===== src/prf_pkg.sv =====
// shared constants, carriers and lane helpers for the process ram fifo transfer engine
package prf_pkg;

    localparam int unsigned FIFO_DEPTH = 16;
    localparam int unsigned DATA_W     = 32;
    localparam int unsigned HB_AW      = 12;
    localparam int unsigned RAM_AW     = 16;
    localparam int unsigned CNT_W      = 5;

    // host bus byte offsets; fifo ports answer on eight word aliases each
    localparam logic [HB_AW-1:0] OFF_UP_FIFO     = 12'h000;
    localparam logic [HB_AW-1:0] OFF_DN_FIFO     = 12'h020;
    localparam logic [HB_AW-1:0] OFF_UP_ADDR_LEN = 12'h308;
    localparam logic [HB_AW-1:0] OFF_UP_CMD      = 12'h30c;
    localparam logic [HB_AW-1:0] OFF_DN_ADDR_LEN = 12'h310;
    localparam logic [HB_AW-1:0] OFF_DN_CMD      = 12'h314;
    localparam int unsigned      ALIAS_LSB       = 5;

    // field layout of address/length and command registers
    localparam int unsigned ADDR_LSB      = 0;
    localparam int unsigned LEN_LSB       = 16;
    localparam int unsigned CMD_BUSY_BIT  = 31;
    localparam int unsigned CMD_ABORT_BIT = 30;
    localparam int unsigned CMD_CNT_LSB   = 8;
    localparam int unsigned CMD_AVAIL_BIT = 0;

    localparam logic [RAM_AW-1:0] RST_ADDR  = 16'h0000;
    localparam logic [RAM_AW-1:0] RST_LEN   = 16'h0000;
    localparam logic [DATA_W-1:0] RST_WORD  = 32'h0000_0000;
    localparam logic [1:0]        WORD_LANE = 2'h0;

    typedef enum logic [2:0] {
        PRF_RAM_IDLE = 3'b001,
        PRF_RAM_RD   = 3'b010,
        PRF_RAM_WR   = 3'b100
    } prf_ram_e;

    typedef struct packed {
        logic              rd;
        logic              wr;
        logic              direct;
        logic [HB_AW-1:0]  addr;
        logic [DATA_W-1:0] wdata;
    } prf_hb_req_s;

    typedef struct packed {
        logic              req;
        logic              we;
        logic [RAM_AW-1:0] addr;
        logic [3:0]        be;
        logic [DATA_W-1:0] wdata;
    } prf_ram_req_s;

    // bytes taken from the word that holds lo, never crossing into the next word
    function automatic logic [2:0] prf_lane_count(input logic [1:0] lo, input logic [15:0] len);
        logic [2:0] room;
        room = 3'h4 - {1'b0, lo};
        if (len < {13'h0000, room}) begin
            return len[2:0];
        end
        return room;
    endfunction

    function automatic logic [3:0] prf_lane_mask(input logic [1:0] lo, input logic [15:0] len);
        logic [7:0] m;
        m = ((8'h01 << prf_lane_count(lo, len)) - 8'h01) << lo;
        return m[3:0];
    endfunction

endpackage


===== src/prf_fifo.sv =====
// flip-flop fifo with flush, occupancy count and look-ahead head word
`timescale 1ns/1ps
`default_nettype none
module prf_fifo #(
    parameter int unsigned W     = 32,
    parameter int unsigned DEPTH = 16,
    parameter int unsigned CW    = 5
) (
    input  wire logic          mclk_i,
    input  wire logic          rst_i,
    input  wire logic          push_i,
    input  wire logic [W-1:0]  push_data_i,
    input  wire logic          pop_i,
    input  wire logic          flush_i,
    output logic      [W-1:0]  head_o,
    output logic               full_o,
    output logic               empty_o,
    output logic      [CW-1:0] count_o
);
    localparam int unsigned PW = $clog2(DEPTH);

    typedef struct packed {
        logic [DEPTH-1:0][W-1:0] mem;
        logic [PW-1:0]           wp;
        logic [PW-1:0]           rp;
        logic [CW-1:0]           cnt;
    } prf_fifo_st_s;

    prf_fifo_st_s st_q;
    prf_fifo_st_s st_d;
    logic         do_push;
    logic         do_pop;

    assign full_o  = (st_q.cnt == CW'(DEPTH));
    assign empty_o = (st_q.cnt == '0);
    assign head_o  = st_q.mem[st_q.rp];
    assign count_o = st_q.cnt;
    // overflow and underflow are dropped rather than corrupting the pointers
    assign do_push = push_i && !full_o;
    assign do_pop  = pop_i && !empty_o;

    always_comb begin
        st_d = st_q;
        if (flush_i) begin
            st_d.wp  = '0;
            st_d.rp  = '0;
            st_d.cnt = '0;
        end else begin
            if (do_push) begin
                st_d.mem[st_q.wp] = push_data_i;
                st_d.wp           = st_q.wp + PW'(1);
            end
            if (do_pop) begin
                st_d.rp = st_q.rp + PW'(1);
            end
            st_d.cnt = st_q.cnt + CW'(do_push) - CW'(do_pop);
        end
    end

    always_ff @(posedge mclk_i or posedge rst_i) begin
        if (rst_i) begin
            st_q <= '0;
        end else begin
            st_q <= st_d;
        end
    end
endmodule
`default_nettype wire


===== src/prf_transfer.sv =====
// process ram transfer engine: host register port, two fifos and core ram port
`timescale 1ns/1ps
`default_nettype none
module prf_transfer
    import prf_pkg::*;
#(
    parameter int unsigned DEPTH = prf_pkg::FIFO_DEPTH
) (
    input  wire logic                  mclk_i,
    input  wire logic                  rst_i,
    input  wire prf_pkg::prf_hb_req_s  hb_i,
    output logic [prf_pkg::DATA_W-1:0] hb_rdata_o,
    output logic                       hb_rvalid_o,
    output prf_pkg::prf_ram_req_s      ram_o,
    input  wire logic                  ram_ack_i,
    input  wire logic [prf_pkg::DATA_W-1:0] ram_rdata_i
);
    import prf_pkg::*;

    typedef struct packed {
        logic [RAM_AW-1:0] up_addr;
        logic [RAM_AW-1:0] up_len;
        logic [RAM_AW-1:0] dn_addr;
        logic [RAM_AW-1:0] dn_len;
        logic              up_busy;
        logic              dn_busy;
        prf_ram_e          ram_st;
        logic              drop;
        prf_ram_req_s      ram;
        logic [DATA_W-1:0] rdata;
        logic              rvalid;
    } prf_st_s;

    prf_st_s           st_q;
    prf_st_s           st_d;

    logic [DATA_W-1:0] up_head;
    logic [DATA_W-1:0] dn_head;
    logic              up_full;
    logic              up_empty;
    logic              dn_full;
    logic              dn_empty;
    logic [CNT_W-1:0]  up_cnt;
    logic [CNT_W-1:0]  dn_cnt;
    logic [CNT_W-1:0]  dn_space;

    logic              sel_up_fifo;
    logic              sel_dn_fifo;
    logic              up_pop;
    logic              dn_push;
    logic              up_push;
    logic              dn_pop;
    logic              up_flush;
    logic              dn_flush;
    logic              up_abort;
    logic              dn_abort;
    logic              up_start;
    logic              dn_start;
    logic              up_go;
    logic              dn_go;
    logic              ack_rd;
    logic              ack_wr;
    logic [DATA_W-1:0] up_cmd_word;
    logic [DATA_W-1:0] dn_cmd_word;

    function automatic logic alias_hit(input logic [HB_AW-1:0] a, input logic [HB_AW-1:0] base);
        return a[HB_AW-1:ALIAS_LSB] == base[HB_AW-1:ALIAS_LSB];
    endfunction

    function automatic logic cmd_write(input prf_hb_req_s r, input logic [HB_AW-1:0] off);
        return r.wr && !r.direct && (r.addr == off);
    endfunction

    // direct selection ignores the address bus altogether
    assign sel_up_fifo = hb_i.direct || alias_hit(hb_i.addr, OFF_UP_FIFO);
    assign sel_dn_fifo = hb_i.direct || alias_hit(hb_i.addr, OFF_DN_FIFO);

    // any read of the port pops a full word, partial lanes or not
    assign up_pop  = hb_i.rd && sel_up_fifo && !up_empty;
    assign dn_push = hb_i.wr && sel_dn_fifo;

    assign up_start = cmd_write(hb_i, OFF_UP_CMD) && hb_i.wdata[CMD_BUSY_BIT];
    assign dn_start = cmd_write(hb_i, OFF_DN_CMD) && hb_i.wdata[CMD_BUSY_BIT];
    assign up_abort = cmd_write(hb_i, OFF_UP_CMD) && hb_i.wdata[CMD_ABORT_BIT];
    assign dn_abort = cmd_write(hb_i, OFF_DN_CMD) && hb_i.wdata[CMD_ABORT_BIT];

    assign ack_rd = ram_ack_i && (st_q.ram_st == PRF_RAM_RD);
    assign ack_wr = ram_ack_i && (st_q.ram_st == PRF_RAM_WR);

    // one outstanding ram access; upload wins ties since host reads wait on it
    assign up_go = st_q.up_busy && !up_abort && (st_q.up_len != RST_LEN) && !up_full
                   && (st_q.ram_st == PRF_RAM_IDLE);
    assign dn_go = st_q.dn_busy && !dn_abort && (st_q.dn_len != RST_LEN) && !dn_empty
                   && (st_q.ram_st == PRF_RAM_IDLE) && !up_go;

    assign up_push = ack_rd && !st_q.drop;
    assign dn_pop  = dn_go;
    assign up_flush = up_abort;
    // leftover words after completion are stale for the next transfer
    assign dn_flush = dn_abort || (st_q.dn_busy && (st_q.dn_len == RST_LEN)
                      && (st_q.ram_st != PRF_RAM_WR));

    assign dn_space = CNT_W'(DEPTH) - dn_cnt;

    always_comb begin
        up_cmd_word                           = RST_WORD;
        up_cmd_word[CMD_BUSY_BIT]             = st_q.up_busy;
        up_cmd_word[CMD_CNT_LSB +: CNT_W]     = up_cnt;
        up_cmd_word[CMD_AVAIL_BIT]            = !up_empty;
        dn_cmd_word                           = RST_WORD;
        dn_cmd_word[CMD_BUSY_BIT]             = st_q.dn_busy;
        dn_cmd_word[CMD_CNT_LSB +: CNT_W]     = dn_space;
        dn_cmd_word[CMD_AVAIL_BIT]            = !dn_full;
    end

    prf_fifo #(
        .W     (DATA_W),
        .DEPTH (DEPTH),
        .CW    (CNT_W)
    ) u_up_fifo (
        .mclk_i      (mclk_i),
        .rst_i       (rst_i),
        .push_i      (up_push),
        .push_data_i (ram_rdata_i),
        .pop_i       (up_pop),
        .flush_i     (up_flush),
        .head_o      (up_head),
        .full_o      (up_full),
        .empty_o     (up_empty),
        .count_o     (up_cnt)
    );

    prf_fifo #(
        .W     (DATA_W),
        .DEPTH (DEPTH),
        .CW    (CNT_W)
    ) u_dn_fifo (
        .mclk_i      (mclk_i),
        .rst_i       (rst_i),
        .push_i      (dn_push),
        .push_data_i (hb_i.wdata),
        .pop_i       (dn_pop),
        .flush_i     (dn_flush),
        .head_o      (dn_head),
        .full_o      (dn_full),
        .empty_o     (dn_empty),
        .count_o     (dn_cnt)
    );

    always_comb begin
        st_d        = st_q;
        st_d.rvalid = hb_i.rd;
        st_d.rdata  = RST_WORD;

        // register read mux; unmapped offsets read zero
        if (hb_i.rd) begin
            if (sel_up_fifo) begin
                st_d.rdata = up_empty ? RST_WORD : up_head;
            end else if (hb_i.addr == OFF_UP_ADDR_LEN) begin
                st_d.rdata = {st_q.up_len, st_q.up_addr};
            end else if (hb_i.addr == OFF_UP_CMD) begin
                st_d.rdata = up_cmd_word;
            end else if (hb_i.addr == OFF_DN_ADDR_LEN) begin
                st_d.rdata = {st_q.dn_len, st_q.dn_addr};
            end else if (hb_i.addr == OFF_DN_CMD) begin
                st_d.rdata = dn_cmd_word;
            end
        end

        if (cmd_write(hb_i, OFF_UP_ADDR_LEN)) begin
            st_d.up_addr = hb_i.wdata[ADDR_LSB +: RAM_AW];
            st_d.up_len  = hb_i.wdata[LEN_LSB +: RAM_AW];
        end
        if (cmd_write(hb_i, OFF_DN_ADDR_LEN)) begin
            st_d.dn_addr = hb_i.wdata[ADDR_LSB +: RAM_AW];
            st_d.dn_len  = hb_i.wdata[LEN_LSB +: RAM_AW];
        end

        // ram completion: advance the direction that owned the access
        if (ack_rd) begin
            st_d.ram_st  = PRF_RAM_IDLE;
            st_d.ram.req = 1'b0;
            st_d.drop    = 1'b0;
            if (!st_q.drop) begin
                st_d.up_addr = st_q.up_addr
                               + RAM_AW'(prf_lane_count(st_q.up_addr[1:0], st_q.up_len));
                st_d.up_len  = st_q.up_len
                               - RAM_AW'(prf_lane_count(st_q.up_addr[1:0], st_q.up_len));
            end
        end
        if (ack_wr) begin
            st_d.ram_st  = PRF_RAM_IDLE;
            st_d.ram.req = 1'b0;
            st_d.drop    = 1'b0;
            if (!st_q.drop) begin
                st_d.dn_addr = st_q.dn_addr
                               + RAM_AW'(prf_lane_count(st_q.dn_addr[1:0], st_q.dn_len));
                st_d.dn_len  = st_q.dn_len
                               - RAM_AW'(prf_lane_count(st_q.dn_addr[1:0], st_q.dn_len));
            end
        end

        // lanes: from the address lane up, stopping at the word end or the transfer end
        if (up_go) begin
            st_d.ram_st    = PRF_RAM_RD;
            st_d.ram.req   = 1'b1;
            st_d.ram.we    = 1'b0;
            st_d.ram.addr  = {st_q.up_addr[RAM_AW-1:2], WORD_LANE};
            st_d.ram.be    = prf_lane_mask(st_q.up_addr[1:0], st_q.up_len);
            st_d.ram.wdata = RST_WORD;
        end else if (dn_go) begin
            st_d.ram_st    = PRF_RAM_WR;
            st_d.ram.req   = 1'b1;
            st_d.ram.we    = 1'b1;
            st_d.ram.addr  = {st_q.dn_addr[RAM_AW-1:2], WORD_LANE};
            st_d.ram.be    = prf_lane_mask(st_q.dn_addr[1:0], st_q.dn_len);
            st_d.ram.wdata = dn_head;
        end

        // upload ends once its last word has left the fifo
        if (st_q.up_busy && (st_q.up_len == RST_LEN) && (st_q.ram_st != PRF_RAM_RD)
            && up_empty) begin
            st_d.up_busy = 1'b0;
        end
        // download ends when the last ram write is acknowledged, or on abort
        if (st_q.dn_busy && (st_q.dn_len == RST_LEN) && (st_q.ram_st != PRF_RAM_WR)) begin
            st_d.dn_busy = 1'b0;
        end

        if (up_start) begin
            st_d.up_busy = 1'b1;
        end
        if (dn_start) begin
            st_d.dn_busy = 1'b1;
        end

        // an access already on the ram port is allowed to finish but its result is dropped
        if (up_abort) begin
            st_d.up_busy = 1'b0;
            if (st_q.ram_st == PRF_RAM_RD && !ack_rd) begin
                st_d.drop = 1'b1;
            end
        end
        if (dn_abort) begin
            st_d.dn_busy = 1'b0;
            if (st_q.ram_st == PRF_RAM_WR && !ack_wr) begin
                st_d.drop = 1'b1;
            end
        end
    end

    always_ff @(posedge mclk_i or posedge rst_i) begin
        if (rst_i) begin
            st_q         <= '0;
            st_q.up_addr <= RST_ADDR;
            st_q.up_len  <= RST_LEN;
            st_q.dn_addr <= RST_ADDR;
            st_q.dn_len  <= RST_LEN;
            st_q.ram_st  <= PRF_RAM_IDLE;
        end else begin
            st_q <= st_d;
        end
    end

    assign hb_rdata_o  = st_q.rdata;
    assign hb_rvalid_o = st_q.rvalid;
    assign ram_o       = st_q.ram;

    property p_up_depth;
        @(posedge mclk_i) disable iff (rst_i)
        up_cnt <= CNT_W'(DEPTH);
    endproperty
    a_up_depth: assert property (p_up_depth)
        else $error("upload fifo above depth");

    property p_alias_read;
        @(posedge mclk_i) disable iff (rst_i)
        (hb_i.rd && !hb_i.direct && hb_i.addr[HB_AW-1:ALIAS_LSB] == OFF_UP_FIFO[HB_AW-1:ALIAS_LSB]
         && !up_empty) |-> up_pop ##1 (hb_rvalid_o && hb_rdata_o == $past(up_head));
    endproperty
    a_alias_read: assert property (p_alias_read)
        else $error("upload alias read did not return head word");

    property p_direct_read;
        @(posedge mclk_i) disable iff (rst_i)
        (hb_i.rd && hb_i.direct && !up_empty) |-> up_pop;
    endproperty
    a_direct_read: assert property (p_direct_read)
        else $error("direct read did not reach upload fifo");

    property p_up_done;
        @(posedge mclk_i) disable iff (rst_i)
        (st_q.up_busy && st_q.up_len == RST_LEN && st_q.ram_st == PRF_RAM_IDLE && up_empty
         && !hb_i.wr) |=> !st_q.up_busy;
    endproperty
    a_up_done: assert property (p_up_done)
        else $error("upload busy not cleared after last read");

    property p_up_progress;
        @(posedge mclk_i) disable iff (rst_i)
        (ack_rd && !st_q.drop && !hb_i.wr) |=>
        (st_q.up_len + st_q.up_addr == $past(st_q.up_len) + $past(st_q.up_addr))
        && (st_q.up_len < $past(st_q.up_len));
    endproperty
    a_up_progress: assert property (p_up_progress)
        else $error("upload length and address not advanced together");

    property p_lane_top;
        @(posedge mclk_i) disable iff (rst_i)
        $rose(ram_o.req) |-> (ram_o.be != 4'h0) && (ram_o.addr[1:0] == WORD_LANE);
    endproperty
    a_lane_top: assert property (p_lane_top)
        else $error("ram access with no lanes or unaligned address");

    property p_abort_up;
        @(posedge mclk_i) disable iff (rst_i)
        up_abort |=> (!st_q.up_busy && up_empty) ##1 !(ram_o.req && !ram_o.we && $rose(ram_o.req));
    endproperty
    a_abort_up: assert property (p_abort_up)
        else $error("upload abort did not stop the transfer");

    property p_ram_busy;
        @(posedge mclk_i) disable iff (rst_i)
        $rose(ram_o.req) |-> (ram_o.we ? $past(st_q.dn_busy) : $past(st_q.up_busy));
    endproperty
    a_ram_busy: assert property (p_ram_busy)
        else $error("ram access started without busy");

    property p_dn_done;
        @(posedge mclk_i) disable iff (rst_i)
        $fell(st_q.dn_busy) |-> ($past(dn_abort) || $past(st_q.dn_len) == RST_LEN);
    endproperty
    a_dn_done: assert property (p_dn_done)
        else $error("download busy cleared before ram write finished");

    // a host write lands exactly when space was shown, and is dropped otherwise
    property p_dn_space;
        @(posedge mclk_i) disable iff (rst_i)
        (dn_push && !dn_pop && !dn_flush) |=>
        (dn_cnt == $past(dn_cnt) + CNT_W'($past(dn_cmd_word[CMD_AVAIL_BIT])));
    endproperty
    a_dn_space: assert property (p_dn_space)
        else $error("download space count inconsistent");
endmodule
`default_nettype wire


===== config.mk =====
export PLATFORM = sky130hd
export DESIGN_NAME = prf_transfer
export DESIGN_NICKNAME = d
export VERILOG_FILES = /design/src/prf_pkg.sv /design/src/prf_fifo.sv /design/src/prf_transfer.sv
export SDC_FILE = /design/constraint.sdc
export NUM_CORES = 2
export LEC_CHECK = 0
export BUFFER_PORTS_ARGS = -buffer_cell sky130_fd_sc_hd__buf_2
export CAP_MARGIN = 10
export CORE_UTILIZATION = 55
export CTS_CLUSTER_SIZE = 20
export DETAILED_ROUTE_END_ITERATION = 16
export PLACE_DENSITY_LB_ADDON = 0.3
export SETUP_SLACK_MARGIN = 0.3
export SYNTH_ARGS = -nofsm -noshare
export SYNTH_HDL_FRONTEND = slang
export SYNTH_SLANG_ARGS = --single-unit

===== constraint.sdc =====
create_clock -name mclk_i -period 78.6 [get_ports mclk_i]
set_input_delay 3.93 -clock mclk_i [delete_from_list [all_inputs] [get_ports mclk_i]]
set_output_delay 3.93 -clock mclk_i [all_outputs]
set_load 0.02 [all_outputs]

==> impl_metrics.csv <==
group,metric,value,unit
finish,multi_input_area,0.0245,mm²
global_route,grt_usage,0.281,
logic_synthesis,yosys_warnings,0,
logic_synthesis,postSynthAreaPerCell,14.4,µm²
finish,nets,4025,
logic_synthesis,syn_inst,3956,
power_and_ir_drop,pwr_density_cell,35.6,mW/mm²
run_status,status,"complete, no violations",
finish,fin_cells,5376,
power_and_ir_drop,power_switching_share,0.289,
min_path,hold_class,"flip-flop to flip-flop",
logic_synthesis,synth-main-ff-cell,"dfrtp_1",
power_and_ir_drop,sequentialPowerShare,0.445,
power_and_ir_drop,p_int,0.00157,W
routing,viasPerCell,6.31,
cts,cts_tree,"done",
routing,postRouteAntennaNets,0,
global_route,antenna_found_initial,18,
setup_path,r2r_slack,73.59,ns
run,max_cap_violations,0,
routing,drtIter0Drc,2816,
min_path,whs_path_depth,1,
setup_path,worst_ep_arrival_time,8.20,ns
finish,layout_common_cells,"1,196 x dfrtp_1, 975 x mux2_2, 320 x mux4_2, 212 x nand2_1, 166 x buf_2",
routing,vias,33914,
setup_path,timing.rr.end,"st_q[101]",
setup_path,critPathMaxStageDelay,0.69,ns
floorplan,row_count,117,
power_and_ir_drop,p_clk_frac,0.276,
setup_path,crit_chain,"buf_2, nor4_2, nand4b_1, nor2_1, nand4b_1, buf_4, nor2_1, ha_1, inv_1, ha_1, fa_1, a21oi_1, nor2_1, or3_1, a21oi_1",
finish,layout_commonest_cell,"dfrtp_1",
timing,worstMarginPinSlew,1.13,ns
global_route,grt_max_degree,182,
routing,wl,144000,µm
setup_path,crit_path_top_delay_cell,"nor4_2",
timing,maxSlewHeadroom,0.226,
setup_path,rr_worst_depth,16,
cts,clk_latency,0.72,ns
place,dp_hpwl,83700,µm
cts,cts_buffers,120,
setup_path,path_class,"primary input to flip-flop",
timing,setup_viol,0,
global_route,grt_pass1_vias,34790,
place,place_inst,5142,
logic_synthesis,ys_seq_area_frac,0.529,
finish,area_growth,9.33,%
setup_path,required,79.23,ns
logic_synthesis,synthArstFlopShare,1.00,
routing,drtPass1Iterations,5,
power_and_ir_drop,ir_worst_vdd,0.0000252,V
floorplan,dieWidth,324,µm
timing,fmax,0.132,GHz
routing,wire_per_inst,26.7,µm
setup_path,r2r-start,"st_q[109]",
setup_path,cpMostUsedCell,"nor2_1",
cts,ctsResizeCount,0,
place,place.gp.congestion,0.952,
cts,cts_hold_repair.buffers,0,
logic_synthesis,post_synth_num_cell_types,79,
power_and_ir_drop,combPwrFrac,0.279,
power_and_ir_drop,total_leakage_power,28.7,nW
setup_path,critPathCaptureType,"flip-flop",
min_path,min_to,"u_dn_fifo.st_q[514]",
cts,root_buffer,"clkbuf_16",
floorplan,coreArea,0.102,mm²
place,port_buffers,166,
floorplan,chipHeight,324,µm
cts,cts.path.max_buffers,3,
finish,n_fill_cell,7759,
timing,clock_skew,0.0242,ns
timing,timing.final.crit_share,0.0963,
min_path,min-delay-start,"u_dn_fifo.st_q[514]",
logic_synthesis,ys_ff_latch,1205,
setup_path,start_kind,"primary input",
timing,drv_slew,0,
cts,cts_sinks,1205,
logic_synthesis,synth_edf_count,0,
finish,seq_area,0.0302,mm²
power_and_ir_drop,p_sw,0.000640,W
timing,setup_ws,71.03,ns
timing,hold_violations,0,
floorplan,initial_utilization,0.557,
setup_path,cp_max_fo,43,
floorplan,io_pins,169,
floorplan,dieArea,0.105,mm²
cts,h-tree-depth,3,
place,preCtsSetupSlack,70.20,ns
global_route,grt_pass1_wl,219000,µm
global_route,grt_overflow_total,0,
routing,drc,0,
finish,drive_gt1_frac,0.452,
finish,post-route-util,0.610,
cts,clkTransAtPathRegs,0.06,ns
cts,cts_setup_buffers,0,
timing,tns,0,ns
timing,rsz0062_at_grt,"no",
logic_synthesis,syn-cell-area,0.0570,mm²
timing,min_period,7.57,ns
-- critical path: cells and delay by family --
family	cells	cell delay [ns]
simple gates	7	2.28
fa+ha+maj	3	1.01
buf+inv	3	0.67
compound gates	2	0.30
-- worst max-delay path by stage --
stage	depth (start not counted)	from	slack [ns]	to
finish	15	hb_i[38]	71.03	u_dn_fifo.count_o[4]
global route	6	rst_i	70.44	u_dn_fifo.st_q[193]
CTS	6	rst_i	70.98	u_dn_fifo.st_q[129]
detailed placement	6	rst_i	70.20	u_dn_fifo.st_q[290]
global placement	6	rst_i	70.21	u_dn_fifo.st_q[290]
floorplan	1	rst_i	40.72	dn_cmd_word[31]
-- through the flow --
step                      total power (W)  area [µm²]  hold slack (ns)
after floorplan                   0.00147       57000            0.459
after global placement            0.00158       58000            0.469
after detailed placement          0.00161       58000            0.475
after CTS                         0.00222       62300            0.490
after global routing              0.00232       62300            0.503
final                             0.00221       62300            0.487
-- metal layers --
layer / vias up / global-route usage / part of all wire
met2: 1094 / 0.452 / 0.48
met1: 18133 / 0.380 / 0.41
li1: 14365 / - / -
met4: 16 / 0.0923 / 0.033
met3: 306 / 0.0625 / 0.072
met5: - / 0 / 0.00065
-- cell families (layout without fill, tap and decap cells) --
logic type,after synthesis,after routing,share of synthesized area
and+or+nand+nor,498,498,0.0411
adders and majority gates,48,48,0.0112
AOI/OAI and AO/OA,322,322,0.0362
muxes,1388,1388,0.337
xor gates and xnor gates,23,23,0.00354
DFF,1205,1205,0.529
other,1,8,0.0000658
buffers and inverters,471,516,0.0417
-- state kept, by name (all words and copies together), names as in the netlist --
signal / flops
hb_rvalid_o: 1
dn_cmd_word: 1
st_q: 69
ram_o: 52
hb_rdata_o: 32
u_dn_fifo.st_q: 520
u_dn_fifo.count_o: 5
u_up_fifo.st_q: 520
u_up_fifo.count_o: 5
-- Yosys cell counts (11+ instances only) --
cell,count,area (µm²)
buf_2,56,280
mux2_1,55,619
a21oi_1,120,601
mux2_2,975,11000
nor2b_1,12,75.1
or3_1,12,75.1
ha_1,42,526
and3_1,11,68.8
o21ai_0,63,315
mux4_2,320,7210
mux2i_1,37,370
dfrtp_1,1204,30100
inv_1,56,210
nand3_1,26,130
clkbuf_1,165,619
nor2_1,99,372
buf_4,136,1020
o22ai_1,12,75.1
a22o_1,26,228
xnor2_1,13,114
buf_1,53,199
a211oi_1,17,128
a22oi_1,14,105
nor3_1,21,105
nand2_1,240,901
-- area by class of cell --
type                       instances  area share
antenna                            6    0.000241
clock buffer                     175      0.0570
clock inverter                    53      0.0112
inverter                          56     0.00350
multi-input combinational       2281       0.394
sequential                      1205       0.485
tap                             1368      0.0275
timing repair buffer             232      0.0221
-- power by group through the flow --
stage | combinational, W | sequential, W | clock (W)
3_3_place_gp | 0.000599 | 0.000981 | 0
6_report | 0.000618 | 0.000986 | 0.000610
5_1_grt | 0.000666 | 0.00101 | 0.000641
2_1_floorplan | 0.000522 | 0.000944 | 0
3_5_place_dp | 0.000619 | 0.000992 | 0
4_1_cts | 0.000622 | 0.000982 | 0.000618
Power figures use the tool's default switching activity.
